$ cat config.mk
export PLATFORM = sky130hd
export DESIGN_NAME = fgc_ctrl
export DESIGN_NICKNAME = d
export VERILOG_FILES = /design/src/verilog/fgc_pkg.sv /design/src/verilog/fgc_pin_if.sv /design/src/verilog/fgc_ctrl.sv /design/src/verilog/fgc_sync.sv
export SDC_FILE = /design/constraint.sdc
export NUM_CORES = 1
export LEC_CHECK = 0
export ABC_AREA = 1
export BUFFER_PORTS_ARGS = -buffer_cell sky130_fd_sc_hd__buf_2
export CORE_MARGIN = 2
export CORE_UTILIZATION = 30
export DETAILED_ROUTE_END_ITERATION = 8
export PLACE_DENSITY = 0.58
export SYNTH_ARGS = -nofsm -noshare
export SYNTH_HDL_FRONTEND = slang
export SYNTH_SLANG_ARGS = --single-unit
$ cat constraint.sdc
create_clock -name ref_clk -period 1.5 [get_ports ref_clk]
set_input_delay 0 -clock ref_clk [delete_from_list [all_inputs] [get_ports ref_clk]]
set_output_delay 0 -clock ref_clk [all_outputs]
set_load 0.01 [all_outputs]
$ cat src/verilog/fgc_pkg.sv
// Constants, field layout and state encoding of the filter and gain control register
// ---------------------------------------------------------------------------
// ---------------------------------------------------------------------------
package fgc_pkg;

   // ------------------------------------------------------------------------
   // Control word layout
   // ------------------------------------------------------------------------
   localparam int          WORD_W     = 8;           // Width of the control word
   localparam int          FREQ_MSB   = 7;           // Filter code, top bit
   localparam int          FREQ_LSB   = 3;           // Filter code, bottom bit
   localparam int          FREQ_W     = 5;           // Filter code width
   localparam int          PRE_BIT    = 2;           // Preamp gain select
   localparam int          POST_BIT   = 1;           // Postamp gain select
   localparam int          VGA_BIT    = 0;           // VGA max gain select
   localparam int          GAIN_W     = 3;           // Combined digital gain code width
   localparam logic [4:0]  FREQ_OFF   = 5'h00;       // Code that passes no signal
   localparam logic [7:0]  RESET_CODE = 8'h00;       // Value after reset, no signal passed
   localparam logic [2:0]  LAST_BIT   = 3'h7;        // Index of the eighth serial bit

   // ------------------------------------------------------------------------
   // Pin indices inside the synchroniser bundle
   // ------------------------------------------------------------------------
   localparam int          PIN_W      = 5;           // Number of synchronised pins
   localparam int          PIN_LE     = 0;           // Latch enable
   localparam int          PIN_CLK    = 1;           // Serial clock
   localparam int          PIN_DIN    = 2;           // Serial data in
   localparam int          PIN_CE     = 3;           // Chip enable
   localparam int          PIN_OFS    = 4;           // Offset loop disable

   // ------------------------------------------------------------------------
   // Serial port cycle states
   // ------------------------------------------------------------------------
   typedef enum logic [2:0] {
      ST_IDLE  = 3'b000,   // Latch high, port closed
      ST_TYPE  = 3'b001,   // Latch low, waiting for the type bit
      ST_WRITE = 3'b010,   // Shifting in data bits
      ST_WDONE = 3'b011,   // Eight bits held, waiting for latch high
      ST_READ  = 3'b100,   // Shifting out stored bits
      ST_RDONE = 3'b101    // All bits sent, waiting for latch high
   } fgc_state_e;

endpackage : fgc_pkg

$ cat src/verilog/fgc_pin_if.sv
// Bundle carrying raw pin levels into the synchroniser and clean levels back out
interface fgc_pin_if #(
   parameter int W = 5
);
   logic [W-1:0] raw;     // Asynchronous pin levels
   logic [W-1:0] clean;   // Levels after synchronising and agreement filter

   modport sync_side (input raw, output clean);
   modport core_side (output raw, input clean);
endinterface : fgc_pin_if

$ cat src/verilog/fgc_ctrl.sv
// Serial-programmed control word for the dual filter and gain chain
module fgc_ctrl #(
   parameter int NUM_CH = 2
) (
   input  wire logic                                   ref_clk,
   input  wire logic                                   rstn,
   input  wire logic                                   clk_en,
   input  wire logic                                   latch_enable,
   input  wire logic                                   serial_clk,
   input  wire logic                                   serial_data_in,
   input  wire logic                                   chip_enable,
   input  wire logic                                   offset_loop_disable,
   output logic                                        serial_readback_out,
   output logic [NUM_CH-1:0][fgc_pkg::FREQ_W-1:0]      ch_corner_code,
   output logic [NUM_CH-1:0][fgc_pkg::GAIN_W-1:0]      ch_gain_code,
   output logic [NUM_CH-1:0]                           ch_pass,
   output logic                                        preamp_gain_sel,
   output logic                                        postamp_gain_sel,
   output logic                                        vga_max_gain_sel,
   output logic                                        chip_active,
   output logic                                        offset_loop_active
);

   // ------------------------------------------------------------------------
   // Parameter check
   // ------------------------------------------------------------------------
   if (NUM_CH < 1) begin : g_bad_ch
      $error("fgc_ctrl: at least one channel is needed");
   end

   // ------------------------------------------------------------------------
   // Pin synchronisers
   // ------------------------------------------------------------------------
   fgc_pin_if #(.W(fgc_pkg::PIN_W)) pins ();

   assign pins.raw[fgc_pkg::PIN_LE]  = latch_enable;
   assign pins.raw[fgc_pkg::PIN_CLK] = serial_clk;
   assign pins.raw[fgc_pkg::PIN_DIN] = serial_data_in;
   assign pins.raw[fgc_pkg::PIN_CE]  = chip_enable;
   assign pins.raw[fgc_pkg::PIN_OFS] = offset_loop_disable;

   fgc_sync #(.W(fgc_pkg::PIN_W)) u_sync (
      .ref_clk (ref_clk),
      .rstn    (rstn),
      .clk_en  (clk_en),
      .pins    (pins)
   );

   logic le_s;      // Clean latch enable
   logic sclk_s;    // Clean serial clock
   logic din_s;     // Clean serial data
   logic chip_s;    // Clean chip enable
   logic ofs_s;     // Clean offset loop disable

   assign le_s   = pins.clean[fgc_pkg::PIN_LE];
   assign sclk_s = pins.clean[fgc_pkg::PIN_CLK];
   assign din_s  = pins.clean[fgc_pkg::PIN_DIN];
   assign chip_s = pins.clean[fgc_pkg::PIN_CE];
   assign ofs_s  = pins.clean[fgc_pkg::PIN_OFS];

   // ------------------------------------------------------------------------
   // Serial port state
   // ------------------------------------------------------------------------
   fgc_pkg::fgc_state_e             state;       // Cycle state
   fgc_pkg::fgc_state_e             next_state;
   logic [2:0]                      bit_cnt;     // Bit index within the cycle
   logic [2:0]                      next_bit_cnt;
   logic [fgc_pkg::WORD_W-1:0]      shift;       // Incoming bits, not yet applied
   logic [fgc_pkg::WORD_W-1:0]      next_shift;
   logic [fgc_pkg::WORD_W-1:0]      ctrl_word;   // The stored control word
   logic [fgc_pkg::WORD_W-1:0]      next_ctrl_word;
   logic                            sclk_prev;   // Serial clock one cycle ago
   logic                            next_sdo;
   logic                            clk_rise;    // Serial clock rising edge seen
   logic                            clk_fall;    // Serial clock falling edge seen

   assign clk_rise = sclk_s & ~sclk_prev;
   assign clk_fall = ~sclk_s & sclk_prev;

   // Cycle sequencing; latch high or chip off closes any cycle at once
   always_comb begin
      next_state     = state;
      next_bit_cnt   = bit_cnt;
      next_shift     = shift;
      next_ctrl_word = ctrl_word;
      next_sdo       = serial_readback_out;
      if (le_s || !chip_s) begin
         // Only a complete write is applied, and only when latch rises
         if (state == fgc_pkg::ST_WDONE && le_s && chip_s) begin
            next_ctrl_word = shift;
         end
         next_state   = fgc_pkg::ST_IDLE;
         next_bit_cnt = 3'h0;
         next_sdo     = 1'b0;
      end else begin
         case (state)
            fgc_pkg::ST_IDLE: begin
               next_state = fgc_pkg::ST_TYPE;
            end
            fgc_pkg::ST_TYPE: begin
               // First rising edge: data high writes, low reads
               if (clk_rise) begin
                  next_state   = din_s ? fgc_pkg::ST_WRITE : fgc_pkg::ST_READ;
                  next_bit_cnt = 3'h0;
               end
            end
            fgc_pkg::ST_WRITE: begin
               // LSB first, so bits enter at the top and walk down
               if (clk_rise) begin
                  next_shift = {din_s, shift[fgc_pkg::WORD_W-1:1]};
                  if (bit_cnt == fgc_pkg::LAST_BIT) begin
                     next_state = fgc_pkg::ST_WDONE;
                  end else begin
                     next_bit_cnt = bit_cnt + 3'h1;
                  end
               end
            end
            fgc_pkg::ST_READ: begin
               // Stored bits go out on falling edges, LSB first
               if (clk_fall) begin
                  next_sdo = ctrl_word[bit_cnt];
                  if (bit_cnt == fgc_pkg::LAST_BIT) begin
                     next_state = fgc_pkg::ST_RDONE;
                  end else begin
                     next_bit_cnt = bit_cnt + 3'h1;
                  end
               end
            end
            default: begin
               // Extra clock edges after eight bits are ignored
               next_state = state;
            end
         endcase
      end
   end

   // Serial port registers
   always_ff @(posedge ref_clk) begin
      if (!rstn) begin
         state               <= fgc_pkg::ST_IDLE;
         bit_cnt             <= 3'h0;
         shift               <= fgc_pkg::RESET_CODE;
         ctrl_word           <= fgc_pkg::RESET_CODE;
         sclk_prev           <= 1'b0;
         serial_readback_out <= 1'b0;
      end else if (clk_en) begin
         state               <= next_state;
         bit_cnt             <= next_bit_cnt;
         shift               <= next_shift;
         ctrl_word           <= next_ctrl_word;
         sclk_prev           <= sclk_s;
         serial_readback_out <= next_sdo;
      end
   end

   // ------------------------------------------------------------------------
   // Applied settings
   // ------------------------------------------------------------------------
   logic [fgc_pkg::FREQ_W-1:0]      freq_now;    // Filter field of the stored word
   logic [fgc_pkg::GAIN_W-1:0]      gain_now;    // Gain field of the stored word
   logic [NUM_CH-1:0][fgc_pkg::FREQ_W-1:0] next_ch_corner_code;
   logic [NUM_CH-1:0][fgc_pkg::GAIN_W-1:0] next_ch_gain_code;
   logic [NUM_CH-1:0]               next_ch_pass;
   logic                            next_offset_active;

   assign freq_now = ctrl_word[fgc_pkg::FREQ_MSB:fgc_pkg::FREQ_LSB];
   assign gain_now = {ctrl_word[fgc_pkg::PRE_BIT], ctrl_word[fgc_pkg::POST_BIT],
                      ctrl_word[fgc_pkg::VGA_BIT]};

   // One word fans out to every channel; there is no per-channel copy
   always_comb begin
      for (int c = 0; c < NUM_CH; c++) begin
         next_ch_corner_code[c] = freq_now;
         next_ch_gain_code[c]   = gain_now;
         next_ch_pass[c]        = chip_s && (freq_now != fgc_pkg::FREQ_OFF);
      end
      next_offset_active = chip_s && !ofs_s;
   end

   // Output registers, so every setting line comes from a flop
   always_ff @(posedge ref_clk) begin
      if (!rstn) begin
         ch_corner_code     <= '0;
         ch_gain_code       <= '0;
         ch_pass            <= '0;
         preamp_gain_sel    <= 1'b0;
         postamp_gain_sel   <= 1'b0;
         vga_max_gain_sel   <= 1'b0;
         chip_active        <= 1'b0;
         offset_loop_active <= 1'b0;
      end else if (clk_en) begin
         ch_corner_code     <= next_ch_corner_code;
         ch_gain_code       <= next_ch_gain_code;
         ch_pass            <= next_ch_pass;
         preamp_gain_sel    <= gain_now[2];
         postamp_gain_sel   <= gain_now[1];
         vga_max_gain_sel   <= gain_now[0];
         chip_active        <= chip_s;
         offset_loop_active <= next_offset_active;
      end
   end

   logic rd_bit_sel;   // Stored bit that the next read edge should send
   assign rd_bit_sel = ctrl_word[bit_cnt];
endmodule : fgc_ctrl

$ cat src/verilog/fgc_sync.sv
// Three-flop synchroniser with agreement filter for pins outside the ref_clk domain
module fgc_sync #(
   parameter int W = 5
) (
   input  wire logic    ref_clk,
   input  wire logic    rstn,
   input  wire logic    clk_en,
   fgc_pin_if.sync_side pins
);

   // ------------------------------------------------------------------------
   // Parameter check
   // ------------------------------------------------------------------------
   if (W < 1) begin : g_bad_w
      $error("fgc_sync: width must be at least one");
   end

   // ------------------------------------------------------------------------
   // Per-pin stages
   // ------------------------------------------------------------------------
   for (genvar i = 0; i < W; i++) begin : g_pin
      logic s1;            // Metastability catcher, read only by s2
      logic s2;            // Second stage
      logic s3;            // Third stage
      logic cl;            // Filtered level
      logic next_s1;
      logic next_s2;
      logic next_s3;
      logic next_cl;

      // A change counts only once stages two and three agree
      always_comb begin
         next_s1 = pins.raw[i];
         next_s2 = s1;
         next_s3 = s2;
         next_cl = (s2 == s3) ? s3 : cl;
      end

      // Registers; frozen while clock enable is low
      always_ff @(posedge ref_clk) begin
         if (!rstn) begin
            s1 <= 1'b0;
            s2 <= 1'b0;
            s3 <= 1'b0;
            cl <= 1'b0;
         end else if (clk_en) begin
            s1 <= next_s1;
            s2 <= next_s2;
            s3 <= next_s3;
            cl <= next_cl;
         end
      end

      assign pins.clean[i] = cl;
   end

endmodule : fgc_sync
==> impl_metrics.toml, run 1 <==
[final_layout]
final_common_cell = "dfxtp_1"
n_antenna_cell = 0
layout-drive-gt1-share_pct = 24.0
fillers = 826
mostFrequentLayoutCells = "dfxtp_1 (53), nor2_1 (48), nand2_1 (36), o21ai_0 (31), buf_2 (31)"
finalNetCount = 347
syn_to_final_growth_pct = 12.8

[synth]
synthCells = 316
synthFlopType = "dfxtp_1"
synthesis.nets = 326
avgSynthCellArea_um2 = 7.76
async_flop_share_pct = 0
synth-edff-count = 0
yosys_warnings = 0
synth.cell_area_mm2 = 0.00245
yosys_register_bits = 55
seq_area_frac_synth_pct = 44.9
yosysUniqueCellTypes = 29

[sta]
setup_ws_ps = 116
setup_viol = 0
finalSetupTns_ps = 0
rsz0062_at_grt = "true"
max_freq_mhz = 723
fin_skew_ps = 9.57
slew_violations = 0
period_needed_ps = 1380
finalHoldViolCount = 0
tightest_slew_ps = 464
hold_ws_ps = 66.3
period_share_pct = 92.3
slew_headroom_pct = 69.0

[global_routing]
gr-total-overflow = 0
grt_start_max_net_pins = 37
grt_pass1_wl_um = 8570
track_usage_pct = 12.1
grt_antenna_before_repair = 0
grt_pass1_vias = 1834

[power]
p_sw_share_pct = 27.6
seqPwrFrac_pct = 57.0
power.density_mw_per_mm2 = 975
internal-power_w = 0.00195
pwr-share-comb_pct = 9.0
p_leak_nw = 1.20
switchingPower_w = 0.000744
vdd_drop_max_v = 0.000457
p_total_w = 0.00270
clkPwrFrac_pct = 34.0

[drt]
drcViolationCount = 0
vias = 2057
drtIter0Drc = 156
antenna_left = 0
vias_per_cell = 4.68
dr.pass1.iters = 4
totalWireLength_um = 5010
avgRoutedWirePerCell_um = 11.4

[die]
die_w_um = 94.4
chipHeight_um = 94.4
ioPinCount = 32
coreArea_mm2 = 0.00781
fp.dieArea_mm2 = 0.00891
num_rows = 32
start_util_pct = 31.4

[setup_path]
reg2reg_slack_ps = 120
cp.required_ps = 1720
path_class = "flop to flop"
cp.arrival_ps = 1600
cp_max_fo = 6
crit_path_end_kind = "flop"
critPathLaunchType = "flop"

[clock_network]
clock-sinks = 55
clkTransAtPathRegs_ps = 110
worst_skew_pair.late_latency_ps = 320
cts-root-buf = "clkbuf_8"
numCtsBuffers = 5
cts_max_level = 2
cts_tree = "done"
clockBufferDepth = 2

[placement]
dpl.hpwl_um = 3480
port-buffer-count = 31
gp_congestion = 0.764
pre_cts_slack_ps = 93.5

[hold_path]
hp-class = "input pin to flop"

[run_status]
outcome = "finished clean"

[job]
maxCapViolCount = 0
==> through the flow <==
| step | cells | utilization, % | instance area, um2 |
|---|---|---|---|
| after global routing | 440 | 35.4 | 2770 |
| after global placement | 427 | 33.3 | 2600 |
| after CTS | 440 | 35.3 | 2750 |
| after detailed placement | 427 | 33.3 | 2600 |
| final | 440 | 35.4 | 2770 |
| after floorplan | 316 | - | 2450 |
==> area by class of cell <==
| cell class | instances | area (um2) | share of cell area (%) |
|---|---|---|---|
| clock buffers | 5 | 68.8 | 2.49 |
| clock inverters | 3 | 31.3 | 1.13 |
| inverters | 33 | 129 | 4.66 |
| multi-input cells | 203 | 1080 | 39.0 |
| flip-flops and latches | 55 | 1100 | 39.9 |
| well taps | 102 | 128 | 4.61 |
| repair buffers | 39 | 228 | 8.23 |
==> what timing repair did <==
item / in CTS / in global routing
gates resized for setup: 0 / 5
hold endpoints to repair: 5 / 0
buffers inserted: 0 / 0
endpoints found under the setup margin: 0 / 5
hold buffers: 5 / 0
==> metal layers <==
layer	vias to the layer above	track usage, %	part of all wire, %
met3	2	2.39	4.8
met4	0	4.35	0.58
met5	-	0	0
li1	1070	-	-
met2	46	19.7	46
met1	939	15.9	48
==> cell usage after synthesis (all sizes together), types with 8 or more instances <==
library cell  count  area [um2]
inv              32         120
nor2             51         213
nand3            20         115
clkbuf            8        30.0
a211oi            8         100
nand2            41         169
a21oi            31         155
o21ai            41         205
dfxtp            55        1100
buf              17         124
==> critical path, stage by stage, from the launching register on <==
cell and delay [ps]:
dfxtp_2 360, ha_1 180, ha_1 170, inv_1 70, nand3_1 90, nand2_1 80
nand2_2 100, a21oi_1 170, nor2_1 60
==> logic make-up (layout without fill, tap and decap cells) <==
logic type	Yosys count	count (layout)	synth area share [%]
AOI/OAI and AO/OA	86	86	20.8
and+or+nand+nor	115	115	21.8
adders and majority gates	2	2	1.02
buffers and inverters	58	80	11.5
DFF	55	55	44.9
==> power groups by stage <==
stage	sequential, W	combinational [W]	clock (W)
floorplan	0.00157	0.000183	0
global placement	0.00157	0.000232	0
detailed placement	0.00157	0.000233	0
CTS	0.00154	0.000244	0.000952
global route	0.00155	0.000280	0.00101
finish	0.00154	0.000242	0.000918
==> flip-flops by register name, summed over array words and instances, names as in the netlist, 3 cells and up <==
signal,cells
bit_cnt,3
ch_corner_code,5
ch_gain_code,3
ctrl_word,8
shift,8
state,3
u_sync.g_pin.cl,5
u_sync.g_pin.next_s2,5
u_sync.g_pin.next_s3,5
u_sync.g_pin.s3,5
==> worst paths after layout <==
path / endpoint / start / cells past startpoint
max: state[1]$_SDFFE_PN0P_ / bit_cnt[1]$_SDFFE_PN0P_ / 8
min: ch_corner_code[6]$_SDFFE_PN0P_ / clk_en / 2
max reg2reg: state[1]$_SDFFE_PN0P_ / bit_cnt[1]$_SDFFE_PN0P_ / 8
min reg2reg: chip_active$_SDFFE_PN0P_ / chip_active$_SDFFE_PN0P_ / 2
Power figures use the tool's default switching activity.
==> run 2, diff against run 1 <==
--- a/config.mk
+++ b/config.mk
@@ -9,7 +9,7 @@
 export BUFFER_PORTS_ARGS = -buffer_cell sky130_fd_sc_hd__buf_2
 export CORE_MARGIN = 2
-export CORE_UTILIZATION = 30
+export CORE_UTILIZATION = 57
 export DETAILED_ROUTE_END_ITERATION = 8
-export PLACE_DENSITY = 0.58
+export PLACE_DENSITY = 0.9
 export SYNTH_ARGS = -nofsm -noshare
 export SYNTH_HDL_FRONTEND = slang
==> constraint.sdc (replaced) <==
create_clock -name ref_clk -period 1.5 [get_ports ref_clk]
set_input_delay 0 -clock ref_clk [delete_from_list [all_inputs] [get_ports ref_clk]]
set_output_delay 0 -clock ref_clk [all_outputs]
set_load 0.005 [all_outputs]
==> impl_metrics.toml, run 2 (synthesis gave the netlist of run 1 again) <==
[final_layout]
post-route-util_pct = 67.6
syn_to_final_growth_pct = 11.9
regArea_mm2 = 0.00111
final_common_cell = "dfxtp_1"
n_antenna_cell = 0
multi_input_area_mm2 = 0.00109
layout-drive-gt1-share_pct = 24.3
finalNetCount = 347
mostFrequentLayoutCells = "dfxtp_1 (53), nor2_1 (48), nand2_1 (35), o21ai_0 (31), buf_2 (31)"
reg.largest.list = "ctrl_word (8), shift (8)"
fillers = 320

[drt]
drcViolationCount = 0
totalWireLength_um = 4740
avgRoutedWirePerCell_um = 12.2
vias = 2044
vias_per_cell = 5.27
drtIter0Drc = 116
antenna_left = 0
dr.pass1.iters = 4

[sta]
slew_headroom_pct = 70.1
setup_ws_ps = 91.2
max_freq_mhz = 710
setup_viol = 0
tightest_slew_ps = 448
period_share_pct = 93.9
finalHoldViolCount = 0
fin_skew_ps = 6.98
slew_violations = 0
period_needed_ps = 1410

[setup_path]
path_class = "flop to flop"
crit_path_end_kind = "flop"
critPathLaunchType = "flop"
cp_num_cells = 9
cp.arrival_ps = 1660
critical_path.top_delay_family = "simple AND/OR/NAND/NOR gates"
cp_max_fo = 6
path_buf_inv = 1
cp.required_ps = 1750
rr_worst_depth = 9
cpPeakStageDelay_ps = 360
cpMaxStageDelayCell = "dfxtp_4"
crit_chain = "ha_1 -> ha_1 -> inv_1 -> nand3_2 -> nand2_2 -> nand2_2 -> nand3_1 -> nand2_1 -> nor2_1"

[die]
ioPinCount = 32
chipHeight_um = 69.6
start_util_pct = 60.4
die_w_um = 69.6
num_rows = 23
fp.dieArea_mm2 = 0.00484
coreArea_mm2 = 0.00406

[power]
p_total_w = 0.00291
p_leak_nw = 1.22
vdd_drop_max_v = 0.00100
power.density_mw_per_mm2 = 1060

[global_routing]
grt_pass1_vias = 1837
grt_pass1_wl_um = 8170
grt_start_max_net_pins = 31
track_usage_pct = 20.7
grt_antenna_before_repair = 0
gr-total-overflow = 0

[clock_network]
clock-sinks = 55
cts_max_level = 2
cts-root-buf = "clkbuf_8"
cts_tree = "done"
clockBufferDepth = 2
clkTransAtPathRegs_ps = 90
worst_skew_pair.late_latency_ps = 310
numCtsBuffers = 5

[placement]
gp_congestion = 0.847
pre_cts_slack_ps = 15.7
port-buffer-count = 31
dpl.hpwl_um = 3180

[hold_path]
whs_path_depth = 3
hp-class = "input pin to flop"

[run_status]
outcome = "finished clean"

[job]
maxCapViolCount = 0
==> run 2: changes by cell type in the layout (fill, tap and decap cells not counted), sizes merged <==
cell	previous run	this run
bufinv	0	2
inv	34	32
clkbuf	5	6
clkinv	2	1
==> run 2: per-layer routing <==
metal / part of all wire (%) / global-route usage [%] / wire (um)
met5: 0 / 0 / 0
met4: 1.9 / 7.19 / 91
met3: 3.9 / 5.23 / 186
met2: 47 / 33.2 / 2250
met1: 47 / 27.1 / 2210
==> run 2: repair_timing <==
item | in CTS | in global routing
hold buffers | 5 | 0
setup endpoints to repair | 0 | 6
resized for setup | 0 | 8
setup buffers | 0 | 1
hold endpoints to repair | 5 | 0
==> run 2: layout make-up <==
class	count	area share [%]
Inverter	33	4.70
Sequential cell	55	40.3
Tap cell	50	2.28
Timing Repair Buffer	39	8.30
Clock buffer	6	2.64
Multi-Input combinational cell	203	39.6
Clock inverter	2	2.19
==> run 2: per-stage QoR <==
stage / instance area (um2) / instances / TNS, ps / hold WS [ps]
finish: 2740 / 388 / 0 / 12.7
global route: 2740 / 388 / -19.5 / 23.0
CTS: 2710 / 387 / 0 / 3.26
detailed placement: 2530 / 374 / 0 / 234
global placement: 2530 / 374 / 0 / 220
floorplan: 2450 / 316 / 0 / 135
==> run 2: path summary, 6_finish.rpt <==
path | startpoint | to | slack, ps
setup / recovery | bit_cnt[0]$_SDFFE_PN0P_ | state[2]$_SDFFE_PN0P_ | 90
hold / removal | rstn | bit_cnt[2]$_SDFFE_PN0P_ | 10
setup reg to reg | bit_cnt[0]$_SDFFE_PN0P_ | state[2]$_SDFFE_PN0P_ | 90
hold reg to reg | chip_active$_SDFFE_PN0P_ | chip_active$_SDFFE_PN0P_ | 480
==> run 2: where the power goes <==
group,total (W),internal [W],switching [W]
clock,0.00113,0.000667,0.000465
sequential,0.00154,0.00150,0.0000335
combinational,0.000237,0.0000932,0.000144
==> run 2: worst reg2reg max path, delay by kind of cell (launching register included) <==
| kind | cells | cell delay (ps) |
|---|---|---|
| simple gates | 6 | 530 |
| fa+ha+maj | 2 | 380 |
| flops | 1 | 360 |
| buf+inv | 1 | 80 |
